### config.mk
export PLATFORM = sky130hd
export DESIGN_NAME = card_sel_core
export DESIGN_NICKNAME = d
export VERILOG_FILES = /design/src/logic/card_sel_pkg.sv /design/src/logic/card_sel_core.sv
export SDC_FILE = /design/constraint.sdc
export NUM_CORES = 1
export LEC_CHECK = 0
export BUFFER_PORTS_ARGS = -buffer_cell sky130_fd_sc_hd__buf_2
export CORE_MARGIN = 2
export CORE_UTILIZATION = 55
export CTS_BUF_LIST = sky130_fd_sc_hd__clkbuf_4 sky130_fd_sc_hd__clkbuf_8 sky130_fd_sc_hd__clkbuf_16
export DETAILED_ROUTE_END_ITERATION = 7
export GPL_TIMING_DRIVEN = 1
export PLACE_DENSITY_LB_ADDON = 0.3
export RECOVER_POWER = 50
export SYNTH_ARGS = -nofsm -noshare
export SYNTH_HDL_FRONTEND = slang
export SYNTH_SLANG_ARGS = --single-unit
### constraint.sdc
create_clock -name pclk -period 7.1 [get_ports pclk]
set_input_delay 0.355 -clock pclk [delete_from_list [all_inputs] [get_ports pclk]]
set_output_delay 0.355 -clock pclk [all_outputs]
set_load 0.1 [all_outputs]
### src/logic/card_sel_pkg.sv
// Constants and types for the card file selection and status logic.
package card_sel_pkg;
    localparam logic [7:0] ADDR_CMD      = 8'h00;
    localparam logic [7:0] ADDR_COND     = 8'h04;
    localparam logic [7:0] ADDR_SEARCH   = 8'h08;
    localparam logic [7:0] ADDR_GO       = 8'h0c;
    localparam logic [7:0] ADDR_RECPTR   = 8'h10;
    localparam logic [7:0] ADDR_STATUS   = 8'h14;
    localparam logic [7:0] ADDR_SELSTATE = 8'h18;
    localparam logic [7:0] ADDR_TAGIDX   = 8'h1c;
    localparam logic [7:0] ADDR_TAG      = 8'h20;

    localparam logic [7:0] INS_SELECT    = 8'ha4;
    localparam logic [7:0] INS_INCREMENT = 8'h32;
    localparam logic [7:0] INS_CHANNEL   = 8'h70;
    localparam logic [7:0] CHAN_OPEN     = 8'h00;
    localparam logic [7:0] CHAN_CLOSE    = 8'h80;

    localparam logic [7:0] P1_BY_FID     = 8'h00;
    localparam logic [7:0] P1_CHILD      = 8'h01;
    localparam logic [7:0] P1_PARENT     = 8'h03;
    localparam logic [7:0] P1_BY_AID     = 8'h04;
    localparam logic [7:0] P1_PATH_ROOT  = 8'h08;
    localparam logic [7:0] P1_PATH_CUR   = 8'h09;
    localparam logic [7:0] P2_NO_DATA    = 8'h0c;
    localparam logic [2:0] P2_RET_TEMPL  = 3'h1;

    localparam logic [15:0] SW_OK        = 16'h9000;
    localparam logic [7:0]  SW1_PENDING  = 8'h91;
    localparam logic [15:0] SW_TK_BUSY   = 16'h9300;
    localparam logic [15:0] SW_INC_MAX   = 16'h9850;
    localparam logic [15:0] SW_AUTH_ERR  = 16'h9862;
    localparam logic [15:0] SW_NO_CHAN   = 16'h6881;
    localparam logic [15:0] SW_NO_FUNC   = 16'h6a81;
    localparam logic [15:0] SW_NOT_FOUND = 16'h6a82;
    localparam logic [15:0] SW_BAD_P1P2  = 16'h6a86;
    localparam logic [15:0] SW_BAD_INS   = 16'h6d00;

    localparam logic [7:0] TAG_TEMPLATE  = 8'h62;
    localparam logic [7:0] OBJ_TAGS [8]  = '{8'h82, 8'h83, 8'h84, 8'ha5,
                                            8'h8a, 8'h00, 8'hc6, 8'h81};
    localparam logic [7:0] SEC_TAGS [4]  = '{8'h86, 8'h8b, 8'h8c, 8'hab};
    localparam int         OBJ_FID       = 1;
    localparam int         OBJ_NAME      = 2;
    localparam int         OBJ_PROP      = 3;
    localparam int         OBJ_SEC       = 5;
    localparam int         OBJ_TOTAL     = 7;

    typedef enum logic [1:0] {
        KIND_ROOT, KIND_DIR, KIND_APP, KIND_ELEM
    } kind_type;

    typedef enum logic [1:0] {
        SRC_CHILD, SRC_PARENT, SRC_PARENT_CHILD, SRC_ROOT
    } src_type;
endpackage : card_sel_pkg

### src/logic/card_sel_core.sv
// File selection, channel handling and status word logic behind APB.
//
// Contract
// - Increment at maximum value answers status 98 50.
// - Application authentication failure answers status 98 62.
// - Status 91 xx and 93 00 only when terminal declared toolkit.
// - Logical channel number is taken from CLA bits one and zero.
// - Channels 0 to 3 exist; channel 0 is always open.
// - Channel management opens and closes; the card picks the number.
// - Unsupported command answers an error status and does nothing.
// - Successful selection leaves the record pointer undefined.
// - P1 selects by identifier, child, parent, name, or path.
// - P2 bits 7 and 6 control session only for name selection.
// - P2 bit 8 low, bits 5 to 3 ask template or no data.
// - P2 bits 2 and 1 pick first, last, next or previous match.
// - P1 00 with empty data and P2 0C selects the root.
// - Identifier search: children, then parent, then parent's children.
// - P2 bits 2 and 1 are ignored unless P1 is 04.
// - A right truncated application identifier may still match.
// - Response starts with template tag 62, then length and contents.
// - Template objects appear in fixed order, new ones only at end.
// - Directory order 82 83 84 A5 8A security C6 then 81.
// - Name only for applications; identifier and proprietary rules.
// - Exactly one security object, tag 86, 8B, 8C or AB.
// - Normal completion answers status 90 00.
`timescale 1ns/10ps
module card_sel_core (
    input  wire logic        pclk,
    input  wire logic        presetn,
    input  wire logic        psel,
    input  wire logic        penable,
    input  wire logic        pwrite,
    input  wire logic [7:0]  paddr,
    input  wire logic [31:0] pwdata,
    output logic      [31:0] prdata,
    output logic             pready,
    output logic             pslverr
);
    typedef struct packed {
        logic [31:0]                cmd;
        logic [15:0]                cond;
        logic [10:0]                search;
        logic [15:0]                sw;
        logic                       done;
        logic [3:1]                 chan_open;
        logic [1:0]                 last_chan;
        card_sel_pkg::kind_type     kind;
        card_sel_pkg::src_type      src;
        logic [1:0]                 session;
        logic [1:0]                 occurrence;
        logic                       rec_valid;
        logic                       templ_req;
        logic [7:0]                 mask;
        logic [1:0]                 sec;
        logic [3:0]                 tag_idx;
        logic [31:0]                rdata;
        logic                       rerr;
    } state_type;

    state_type st_ff;
    state_type nxt_st;

    // Fields of the staged command and the condition flags.
    logic [7:0] cla;
    logic [7:0] ins;
    logic [7:0] p1;
    logic [7:0] p2;
    logic [1:0] chan;
    logic       data_present;
    logic       le_present;
    logic       tk_declared;
    logic       inc_at_max;
    logic       auth_fail;
    logic       tk_pending;
    logic       tk_busy;
    logic [7:0] tk_len;
    logic       hit_child;
    logic       hit_parent;
    logic       hit_parent_child;
    logic       hit_aid;
    logic       go;
    logic       chan_ok;
    logic       tk_block;
    logic       p1_known;

    assign cla              = st_ff.cmd[7:0];
    assign ins              = st_ff.cmd[15:8];
    assign p1               = st_ff.cmd[23:16];
    assign p2               = st_ff.cmd[31:24];
    assign chan             = cla[1:0];
    assign data_present     = st_ff.cond[0];
    assign le_present       = st_ff.cond[1];
    assign tk_declared      = st_ff.cond[2];
    assign inc_at_max       = st_ff.cond[3];
    assign auth_fail        = st_ff.cond[4];
    assign tk_pending       = st_ff.cond[5];
    assign tk_busy          = st_ff.cond[6];
    assign tk_len           = st_ff.cond[15:8];
    assign hit_child        = st_ff.search[0];
    assign hit_parent       = st_ff.search[1];
    assign hit_parent_child = st_ff.search[2];
    // Prefix matching of a truncated name is done by the searcher.
    assign hit_aid          = st_ff.search[3];

    assign go       = psel && penable && pwrite &&
                      paddr == card_sel_pkg::ADDR_GO;
    assign chan_ok  = (chan == 2'h0) || st_ff.chan_open[chan];
    assign tk_block = tk_busy && tk_declared;
    assign p1_known = p1 == card_sel_pkg::P1_BY_FID   ||
                      p1 == card_sel_pkg::P1_CHILD    ||
                      p1 == card_sel_pkg::P1_PARENT   ||
                      p1 == card_sel_pkg::P1_BY_AID   ||
                      p1 == card_sel_pkg::P1_PATH_ROOT ||
                      p1 == card_sel_pkg::P1_PATH_CUR;

    // Returns the tag at a position of the response: the template tag
    // first, then the present objects in their fixed order.
    function automatic logic [7:0] tag_at(input logic [3:0] idx,
                                          input logic [7:0] mask,
                                          input logic [1:0] sec);
        logic [7:0] t;
        logic [3:0] n;
        t = 8'h00;
        n = 4'h1;
        if (idx == 4'h0) begin
            t = card_sel_pkg::TAG_TEMPLATE;
        end
        for (int k = 0; k < 8; k++) begin
            if (mask[k]) begin
                if (n == idx) begin
                    t = (k == card_sel_pkg::OBJ_SEC) ?
                        card_sel_pkg::SEC_TAGS[sec] :
                        card_sel_pkg::OBJ_TAGS[k];
                end
                n = n + 4'h1;
            end
        end
        return t;
    endfunction : tag_at

    always_comb begin
        logic       found;
        logic [1:0] free_chan;
        card_sel_pkg::src_type  src;
        card_sel_pkg::kind_type kind;
        nxt_st    = st_ff;
        found     = 1'b0;
        free_chan = 2'h0;
        src       = card_sel_pkg::SRC_CHILD;
        kind      = card_sel_pkg::kind_type'(st_ff.search[5:4]);

        // Read data is captured in the setup phase so that it leaves a
        // flip-flop; this is why every access is answered with no wait.
        if (psel && !penable) begin
            nxt_st.rerr = 1'b0;
            unique case (paddr)
                card_sel_pkg::ADDR_CMD:      nxt_st.rdata = st_ff.cmd;
                card_sel_pkg::ADDR_COND:     nxt_st.rdata = {16'h0000, st_ff.cond};
                card_sel_pkg::ADDR_SEARCH:   nxt_st.rdata = {21'h0, st_ff.search};
                card_sel_pkg::ADDR_GO:       nxt_st.rdata = 32'h00000000;
                card_sel_pkg::ADDR_RECPTR:   nxt_st.rdata = {31'h0, st_ff.rec_valid};
                card_sel_pkg::ADDR_STATUS:   nxt_st.rdata = {10'h0, st_ff.chan_open,
                                                st_ff.last_chan, st_ff.done, st_ff.sw};
                card_sel_pkg::ADDR_SELSTATE: nxt_st.rdata = {12'h000, st_ff.sec,
                                                st_ff.mask, st_ff.templ_req, st_ff.rec_valid,
                                                st_ff.occurrence, st_ff.session,
                                                st_ff.src, st_ff.kind};
                card_sel_pkg::ADDR_TAGIDX:   nxt_st.rdata = {28'h0000000, st_ff.tag_idx};
                card_sel_pkg::ADDR_TAG:      nxt_st.rdata = {24'h000000,
                                                tag_at(st_ff.tag_idx, st_ff.mask, st_ff.sec)};
                default: begin
                    nxt_st.rdata = 32'h00000000;
                    nxt_st.rerr  = 1'b1;
                end
            endcase
        end

        if (psel && penable && pwrite) begin
            unique case (paddr)
                card_sel_pkg::ADDR_CMD:    nxt_st.cmd    = pwdata;
                card_sel_pkg::ADDR_COND:   nxt_st.cond   = pwdata[15:0];
                card_sel_pkg::ADDR_SEARCH: nxt_st.search = pwdata[10:0];
                card_sel_pkg::ADDR_RECPTR: nxt_st.rec_valid = pwdata[0];
                card_sel_pkg::ADDR_TAGIDX: nxt_st.tag_idx = pwdata[3:0];
                default: ;
            endcase
        end

        if (go) begin
            nxt_st.done = 1'b1;
            if (!chan_ok) begin
                nxt_st.sw = card_sel_pkg::SW_NO_CHAN;
            end else if (tk_block) begin
                nxt_st.sw = card_sel_pkg::SW_TK_BUSY;
            end else if (ins == card_sel_pkg::INS_SELECT) begin
                if (!p1_known) begin
                    nxt_st.sw = card_sel_pkg::SW_BAD_P1P2;
                end else if (p1 == card_sel_pkg::P1_BY_FID && !data_present) begin
                    if (p2 == card_sel_pkg::P2_NO_DATA) begin
                        found = 1'b1;
                        src   = card_sel_pkg::SRC_ROOT;
                        kind  = card_sel_pkg::KIND_ROOT;
                    end
                end else if (p1 == card_sel_pkg::P1_BY_FID) begin
                    found = hit_child || hit_parent || hit_parent_child;
                    src   = hit_child  ? card_sel_pkg::SRC_CHILD :
                            hit_parent ? card_sel_pkg::SRC_PARENT :
                                         card_sel_pkg::SRC_PARENT_CHILD;
                end else if (p1 == card_sel_pkg::P1_BY_AID) begin
                    found = hit_aid;
                end else if (p1 == card_sel_pkg::P1_PARENT) begin
                    found = hit_parent;
                    src   = card_sel_pkg::SRC_PARENT;
                end else begin
                    found = hit_child;
                end
                if (p1_known && !found) begin
                    nxt_st.sw = (p1 == card_sel_pkg::P1_BY_FID && !data_present) ?
                                card_sel_pkg::SW_BAD_P1P2 : card_sel_pkg::SW_NOT_FOUND;
                end
                if (found) begin
                    nxt_st.kind      = kind;
                    nxt_st.src       = src;
                    nxt_st.rec_valid = 1'b0;
                    if (p1 == card_sel_pkg::P1_BY_AID) begin
                        nxt_st.session    = p2[6:5];
                        nxt_st.occurrence = p2[1:0];
                    end
                    // The template goes out only in a case with an
                    // expected length.
                    nxt_st.templ_req = !p2[7] && p2[4:2] == card_sel_pkg::P2_RET_TEMPL
                                       && le_present;
                    nxt_st.sec  = st_ff.search[7:6];
                    nxt_st.mask = 8'h00;
                    if (nxt_st.templ_req && kind != card_sel_pkg::KIND_ELEM) begin
                        nxt_st.mask = 8'hff;
                        nxt_st.mask[card_sel_pkg::OBJ_FID] =
                            kind != card_sel_pkg::KIND_APP || st_ff.search[10];
                        nxt_st.mask[card_sel_pkg::OBJ_NAME] =
                            kind == card_sel_pkg::KIND_APP;
                        nxt_st.mask[card_sel_pkg::OBJ_PROP] =
                            kind == card_sel_pkg::KIND_ROOT || st_ff.search[9];
                        nxt_st.mask[card_sel_pkg::OBJ_TOTAL] = st_ff.search[8];
                    end
                    nxt_st.sw = (tk_pending && tk_declared) ?
                                {card_sel_pkg::SW1_PENDING, tk_len} :
                                card_sel_pkg::SW_OK;
                end
            end else if (ins == card_sel_pkg::INS_INCREMENT) begin
                nxt_st.sw = inc_at_max ? card_sel_pkg::SW_INC_MAX :
                            auth_fail  ? card_sel_pkg::SW_AUTH_ERR :
                                         card_sel_pkg::SW_OK;
            end else if (ins == card_sel_pkg::INS_CHANNEL && p1 == card_sel_pkg::CHAN_OPEN) begin
                for (int c = 3; c >= 1; c--) begin
                    if (!st_ff.chan_open[c]) begin
                        free_chan = 2'(c);
                    end
                end
                if (free_chan == 2'h0) begin
                    nxt_st.sw = card_sel_pkg::SW_NO_FUNC;
                end else begin
                    nxt_st.chan_open[free_chan] = 1'b1;
                    nxt_st.last_chan = free_chan;
                    nxt_st.sw = card_sel_pkg::SW_OK;
                end
            end else if (ins == card_sel_pkg::INS_CHANNEL && p1 == card_sel_pkg::CHAN_CLOSE) begin
                if (p2[1:0] == 2'h0 || !st_ff.chan_open[p2[1:0]]) begin
                    nxt_st.sw = card_sel_pkg::SW_BAD_P1P2;
                end else begin
                    nxt_st.chan_open[p2[1:0]] = 1'b0;
                    nxt_st.sw = card_sel_pkg::SW_OK;
                end
            end else begin
                nxt_st.sw = card_sel_pkg::SW_BAD_INS;
            end
        end
    end

    // Selection state comes up with the root as the current directory.
    always_ff @(posedge pclk or negedge presetn) begin
        if (!presetn) begin
            st_ff      <= '0;
            st_ff.sw   <= card_sel_pkg::SW_OK;
            st_ff.src  <= card_sel_pkg::SRC_ROOT;
        end else begin
            st_ff <= nxt_st;
        end
    end

    assign pready  = 1'b1;
    assign prdata  = st_ff.rdata;
    assign pslverr = psel && penable && st_ff.rerr;

    logic run_ok;
    assign run_ok = go && chan_ok && !tk_block;

    property p_inc_max;
        @(posedge pclk) disable iff (!presetn)
        run_ok && ins == card_sel_pkg::INS_INCREMENT && inc_at_max
        |=> st_ff.sw == 16'h9850 && st_ff.done;
    endproperty
    a_inc_max: assert property (p_inc_max) else $error("bad increment status");

    property p_auth;
        @(posedge pclk) disable iff (!presetn)
        run_ok && ins == card_sel_pkg::INS_INCREMENT && !inc_at_max && auth_fail
        |=> st_ff.sw == 16'h9862;
    endproperty
    a_auth: assert property (p_auth) else $error("bad auth status");

    property p_toolkit;
        @(posedge pclk) disable iff (!presetn)
        go && !tk_declared |=> st_ff.sw[15:8] != 8'h91 && st_ff.sw != 16'h9300;
    endproperty
    a_toolkit: assert property (p_toolkit) else $error("toolkit status leaked");

    property p_chan_closed;
        @(posedge pclk) disable iff (!presetn)
        go && cla[1:0] != 2'h0 && !st_ff.chan_open[cla[1:0]] |=> st_ff.sw == 16'h6881;
    endproperty
    a_chan_closed: assert property (p_chan_closed) else $error("closed channel ran");

    property p_basic_open;
        @(posedge pclk) disable iff (!presetn)
        go && cla[1:0] == 2'h0 |=> st_ff.sw != 16'h6881;
    endproperty
    a_basic_open: assert property (p_basic_open) else $error("channel 0 refused");

    property p_open_assign;
        @(posedge pclk) disable iff (!presetn)
        run_ok && ins == card_sel_pkg::INS_CHANNEL && p1 == 8'h00 && !(&st_ff.chan_open)
        |=> st_ff.last_chan != 2'h0 && st_ff.chan_open[st_ff.last_chan] && st_ff.sw == 16'h9000;
    endproperty
    a_open_assign: assert property (p_open_assign) else $error("open failed");

    property p_bad_ins;
        @(posedge pclk) disable iff (!presetn)
        run_ok && ins != card_sel_pkg::INS_SELECT && ins != card_sel_pkg::INS_INCREMENT
        && ins != card_sel_pkg::INS_CHANNEL |=> st_ff.sw == 16'h6d00 && $stable(st_ff.kind);
    endproperty
    a_bad_ins: assert property (p_bad_ins) else $error("unsupported command ran");

    property p_rec_undef;
        @(posedge pclk) disable iff (!presetn)
        run_ok && ins == card_sel_pkg::INS_SELECT ##1 st_ff.sw == 16'h9000 |-> !st_ff.rec_valid;
    endproperty
    a_rec_undef: assert property (p_rec_undef) else $error("record pointer kept");

    property p_root_sel;
        @(posedge pclk) disable iff (!presetn)
        run_ok && ins == card_sel_pkg::INS_SELECT && p1 == 8'h00 && !data_present && p2 == 8'h0c
        |=> st_ff.kind == card_sel_pkg::KIND_ROOT;
    endproperty
    a_root_sel: assert property (p_root_sel) else $error("root not selected");

    property p_bad_p1;
        @(posedge pclk) disable iff (!presetn)
        run_ok && ins == card_sel_pkg::INS_SELECT && !p1_known
        |=> st_ff.sw == 16'h6a86 && $stable(st_ff.kind) && $stable(st_ff.src);
    endproperty
    a_bad_p1: assert property (p_bad_p1) else $error("bad P1 accepted");

    c_select: cover property (@(posedge pclk) disable iff (!presetn)
        run_ok && ins == card_sel_pkg::INS_SELECT ##1 st_ff.sw == 16'h9000);
    c_open: cover property (@(posedge pclk) disable iff (!presetn)
        run_ok && ins == card_sel_pkg::INS_CHANNEL ##1 st_ff.last_chan == 2'h3);
    c_pending: cover property (@(posedge pclk) disable iff (!presetn)
        go ##1 st_ff.sw[15:8] == 8'h91);
endmodule : card_sel_core

==> run metrics, run 1 <==
die width 122 um; Final #Nets 827; row cnt 43; Tot GR Track Use 28.9%; share of cells above drive strength 1 22.8%; core area 0.0137 mm2; multi-input logic area 0.00380 mm2; CP top delay family adder cells; setup ws final 2380 ps; outcome finished with violations; post-cts repair resize count 0; # clock sinks 133; Yosys cell types 91; H-Tree Depth 4; Vias 6239; power per cell area 222 mW/mm2; Storage cell area 0.00333 mm2; root buffer cell clkbuf_16; WS Path Type register to register; Hold Path Cell Cnt 2; setup TNS 0 ps; Worst EP required 7410 ps; Peak supply drop 0.151 mV; Final Core Density 61.2%; Max Clk Rate 212 MHz; Hold EP p1[4]; Final setup viols 0; Post-Synthesis Cells 753; Slew Viols, Final 136; global-route wire length before repair 32400 um; CP peak stage delay 790 ps; crit end category register; Synth Cell Area 0.00763 mm2; Tot Pwr 1860 uW; vias in the first global route 5997; largest net degree at the start of global routing 81; Avg Cell Area, Syn 10.1 um2; CP Max Fanout 19; final WL 20500 um; slew margin rel. -85.6%; gpl congestion 0.945; Worst Path Arrival 5030 ps; yosys warns 0; worst-margin pin slew 2780 ps; Area Overhead vs Synth 10.0%; worst slack, placed 2450 ps; slowest CP cell fa_1; min-delay src pwdata[20]; Reg clk slew, reported paths 60 ps; Clock Path Buffers 2; hold_buf cts 1; EDFF count, synth 0; hold crit path type input port to register; io pins 79; Yosys reg bits 133; starting density of the core 55.6%; number of port buffers 77; Area contributors post-synth dfrtp_1 43%, mux2_2 10%, buf_4 3.4%; initial DRC count 612; antenna violations before repair 0; RR Endpoint prdata[5]; Post-CTS Setup Bufs 0; drt wl/cell 21.2 um; Synth Net Count 805; failing checks max-capacitance violations, max-slew violations; register-to-register setup slack 2380 ps; Clock Latency Late Sink 430 ps; RSZ-0062 raised after global routing no; Routed Antenna Nets 0; DP HPWL 14800 um; Final Hold Viols 0; top cell type's share of synthesized area 42.7%; Worst Skew 9.65 ps; post-synthesis async set-or-reset flop share 100%; Stages on worst setup path 14; Period Utilization, post-route 66.5%; CTS tree done; n_diodes 0; Period minus WS final 4720 ps; DR pass1 iterations 5; ys flop type dfrtp_1; DRC viols 0; FF-to-FF path depth 14; area leader, netlist dfrtp_1; CTS Buf Count 17; Seq/Total Area, Yosys 43.7%; CP Launch Type register; worst path bufs/invs 2; max cap viols 2; global route total overflow 0; critical-path cell list clkinv_1 -> fa_1 -> xor2_1 -> ha_1 -> inv_1 -> a21oi_1 -> ha_1 -> xnor2_1 -> o21ai_0 -> a21oi_1 -> xnor3_1 -> nand4bb_4 -> and2_1 -> a31o_1; LEAKAGE 0.00383 uW; Via density 6.45; reg2reg start st_ff[45]; fillcell total 1167; die area 0.0148 mm2; die height 122 um
-- area by class of cell --
class | count | share of cell area (%)
Timing Repair Buffer | 83 | 4.61
Clock buffer | 17 | 5.07
Clock inverter | 15 | 2.16
Multi-Input combinational cell | 528 | 45.2
Tap cell | 180 | 2.68
Sequential cell | 133 | 39.7
Inverter | 12 | 0.537
-- report_power, final --
group / internal [uW] / leakage, uW / switching, uW
clock: 553 / 0.000293 / 345
combinational: 37.1 / 0.00174 / 136
sequential: 775 / 0.00179 / 14.5
total: 1370 / 0.00383 / 495
-- worst register-to-register path: stages (launching register included) --
cell,delay (ps)
dfrtp_1,720
clkinv_1,460
fa_1,790
xor2_1,180
ha_1,290
inv_1,70
a21oi_1,90
ha_1,240
xnor2_1,480
o21ai_0,210
a21oi_1,180
xnor3_1,240
nand4bb_4,260
and2_1,190
a31o_1,200
-- per-layer routing --
metal	global-route usage [%]	vias to the layer above	wire, um
li1	-	2779	-
met1	38.7	3071	8370
met2	44.9	327	9800
met3	6.13	62	1610
met4	14.1	0	760
met5	0	-	0
-- metrics by stage --
step                cells  hold WS, ps  cell area (um2)
detailed placement    935          337             7830
global placement      935          329             7830
finish                968          154             8390
global route          968          160             8390
floorplan             753         59.4             7630
CTS                   968          146             8450
-- synth_stat cells (all sizes together) (10+ instances only) --
library cell / n
a21oi: 32
a22o: 17
a22oi: 14
a31oi: 10
and3: 12
buf: 55
clkbuf: 25
dfrtp: 130
inv: 11
mux2: 74
nand2: 64
nand3: 25
nor2: 57
nor3: 13
o21ai: 39
xnor2: 11
-- state kept, by name (all words and copies together) (netlist names), 2 cells and up, named ones only --
| name | flops |
|---|---|
| ins | 8 |
| st_ff | 59 |
| chan | 2 |
| cla | 6 |
| p1 | 8 |
| p2 | 8 |
| prdata | 32 |
-- worst max path at each step --
| stage | from | end | slack, ps |
|---|---|---|---|
| finish | st_ff[45] | prdata[5] | 2380 |
| CTS | st_ff[45] | prdata[5] | 2430 |
| global placement | st_ff[45] | prdata[5] | 2660 |
| floorplan | st_ff[45] | prdata[5] | 3220 |
| detailed placement | st_ff[45] | prdata[5] | 2450 |
| global route | presetn | prdata[0] | 1760 |
-- cells by family after synthesis --
logic type / count (synthesis) / synth area share [%]
xor gates and xnor gates: 21 / 2.87
AOI/OAI and AO/OA: 174 / 15.8
muxes: 82 / 12.4
and+or+nand+nor: 242 / 17.2
buffers and inverters: 92 / 6.56
DFF: 133 / 43.7
adders and majority gates: 8 / 1.38
other: 1 / 0.0492
-- layout by cell type, fill, tap and decap left out, drive strengths merged, types with 4 or more instances in the layout --
cell / n
nand2b: 9
xnor2: 11
clkinv: 10
a31oi: 10
mux2i: 7
a21o: 5
a22o: 17
nor3: 13
a221oi: 6
a22oi: 14
a222oi: 5
and3: 12
o22ai: 9
nand4: 7
a2111oi: 5
nor4: 7
and2: 9
clkbuf: 53
nor2b: 6
xor2: 8
ha: 6
nand3: 25
dfrtp: 130
nor2: 57
mux2: 74
o21ai: 39
nor3b: 7
inv: 12
a21oi: 32
o21a: 4
buf: 46
nand2: 64
No activity file was read; power rests on OpenSTA's default activity.
==> run 2: changes to the inputs <==
--- a/config.mk
+++ b/config.mk
@@ -7,7 +7,7 @@
 export LEC_CHECK = 0
 export BUFFER_PORTS_ARGS = -buffer_cell sky130_fd_sc_hd__buf_2
 export CORE_MARGIN = 2
-export CORE_UTILIZATION = 55
+export CORE_UTILIZATION = 54
 export CTS_BUF_LIST = sky130_fd_sc_hd__clkbuf_4 sky130_fd_sc_hd__clkbuf_8 sky130_fd_sc_hd__clkbuf_16
 export DETAILED_ROUTE_END_ITERATION = 7
 export GPL_TIMING_DRIVEN = 1
==> constraint.sdc (replaced) <==
create_clock -name pclk -period 3.9 [get_ports pclk]
set_input_delay 0.195 -clock pclk [delete_from_list [all_inputs] [get_ports pclk]]
set_output_delay 0.195 -clock pclk [all_outputs]
set_load 0.1 [all_outputs]
==> run 2 against run 1 <==
Effect of this change: critical path depth decreased by 1; the flow still finishes with violations (max-capacitance violations, max-slew violations); first-iteration DRC count up 12%; sequential cell count is the same; core utilization up 1.1 points; register-to-register slack worse by 2200 ps; fmax up 26%; final cell count up 2.5%; clock-buffer cell count grew 4; hold slack lost 150 ps; global-route usage is 0.12 points higher.
==> run metrics, run 2 (synthesis results as in run 1) <==
multi-input logic area 0.00382 mm2 (was 0.00380 mm2); Peak supply drop 0.326 mV (was 0.151 mV); Tot Pwr 3380 uW (was 1860 uW); LEAKAGE 0.00392 uW (was 0.00383 uW); Final #Nets 851 (was 827); Period Utilization, post-route 95.8% (was 66.5%); slew margin rel. -70.1% (was -85.6%); Via density 6.33 (was 6.45); CTS tree done (unchanged); Final setup viols 0 (unchanged); Clock Latency Late Sink 430 ps (about the same); hold crit path type input port to register (unchanged); antenna violations before repair 0 (unchanged); # clock sinks 133 (unchanged); n_diodes 0 (unchanged); global route total overflow 0 (unchanged); Reg clk slew, reported paths 60 ps (about the same); die area 0.0151 mm2 (was 0.0148 mm2); row cnt 43 (unchanged); crit end category register (unchanged); power per cell area 392 mW/mm2 (was 222 mW/mm2); global-route wire length before repair 32700 um (was 32400 um); met1 GRT Util 38.4% (was 38.7%); M3 GR Usage 6.97% (was 6.13%); CTS Buf Count 17 (unchanged); Final Hold Viols 0 (unchanged); root buffer cell clkbuf_16 (unchanged); share of cells above drive strength 1 24.3% (was 22.8%); final WL 21200 um (was 20500 um); die width 123 um (was 122 um); Worst Path Arrival 4050 ps (was 5030 ps); H-Tree Depth 4 (unchanged); worst-margin pin slew 2550 ps (was 2780 ps); max reg flops 59 (unchanged); CP Launch Type register (unchanged); met2 Usage GRT 46.2% (was 44.9%); Final Core Density 62.3% (was 61.2%); Tot GR Track Use 29.1% (was 28.9%); Area Overhead vs Synth 12.9% (was 10.0%); Max Clk Rate 268 MHz (was 212 MHz); Period minus WS final 3740 ps (was 4720 ps); io pins 79 (unchanged); vias in the first global route 6063 (was 5997); register-to-register setup slack 160 ps (was 2380 ps); setup ws final 163 ps (was 2380 ps); gpl congestion 0.915 (was 0.945); DRC viols 0 (unchanged); max cap viols 1 (was 2); most frequent cells in the layout 130 x dfrtp_1, 70 x mux2_2, 63 x nand2_1 (unchanged); DR pass1 iterations 5 (unchanged); number of port buffers 77 (unchanged); Storage cell area 0.00333 mm2 (unchanged); largest reg by FF count st_ff (unchanged); worst slack, placed 107 ps (was 2450 ps); Clock Path Buffers 2 (unchanged); failing checks max-capacitance violations, max-slew violations (unchanged); core area 0.0138 mm2 (was 0.0137 mm2); drt wl/cell 21.3 um (was 21.2 um); starting density of the core 55.2% (was 55.6%); Slew Viols, Final 104 (was 136); Worst Skew 8.88 ps (was 9.65 ps); Worst EP required 4210 ps (was 7410 ps); DP HPWL 15300 um (was 14800 um); outcome finished with violations (unchanged); fillcell total 1147 (was 1167); Routed Antenna Nets 0 (unchanged); Vias 6284 (was 6239); most used routing layer in global routing met2 (unchanged); initial DRC count 684 (was 612); WS Path Type register to register (unchanged); largest net degree at the start of global routing 104 (was 81); CP Max Fanout 18 (was 19); die height 123 um (was 122 um); most common cell after layout, fill and taps aside dfrtp_1 (unchanged)
[run 2: per-layer routing]
layer | routed length [um] | vias up
met2 | 10200 | 278
met3 | 1480 | 44
met1 | 8850 | 3149
met5 | 0 | -
met4 | 609 | 0
li1 | - | 2813
[run 2: power by group]
part	total [uW]	internal (uW)	switching (uW)
clock network	1620	999	618
logic	322	75.1	247
registers	1440	1410	27.1
total	3380	2480	892
[run 2: layout make-up]
type / count / share of cell area, %
flip-flops and latches: 133 / 38.7
clock inverters: 11 / 1.44
repair buffers: 107 / 6.90
inverters: 12 / 0.523
well taps: 180 / 2.62
clock buffers: 21 / 5.51
multi-input cells: 528 / 44.3
[run 2: critical path, stage by stage (launching register included)]
cell      delay (ps)
dfrtp_1          350
buf_4            240
ha_1             250
mux2i_4          110
mux2_2           300
ha_1             340
inv_1             70
a21oi_2          180
ha_1             300
nand2b_1         160
o41ai_1          420
o21bai_1         190
nand4b_1         300
a311o_1          410
[run 2: per-stage QoR]
step / area [um2] / setup TNS [ps] / hold WS (ps) / instances
floorplan: 7630 / 0 / -101 / 753
global placement: 7930 / 0 / 362 / 948
detailed placement: 7930 / 0 / 372 / 948
CTS: 8630 / 0 / 1.47 / 991
global route: 8610 / -10.0 / 0.927 / 992
finish: 8610 / 0 / 7.42 / 992
[run 2: what timing repair did]
| action | 4_1_cts | 5_1_grt |
|---|---|---|
| buffers inserted | 0 | 0 |
| endpoints found under the hold margin | 109 | 1 |
| hold buffers | 11 | 1 |
| endpoints found under the setup margin | 0 | 7 |
| gates resized for setup | 0 | 6 |
[run 2: path summary, 6_finish.rpt]
kind / end / cells past startpoint / startpoint
max in group asynchronous: st_ff[99] / 3 / presetn
worst min-delay path: p1[2] / 2 / pwdata[18]
worst min register to register: st_ff[62] / 1 / st_ff[62]
worst max register to register: prdata[0] / 13 / st_ff[45]
worst max-delay path: prdata[0] / 13 / st_ff[45]
min in group asynchronous: prdata[13] / 2 / presetn
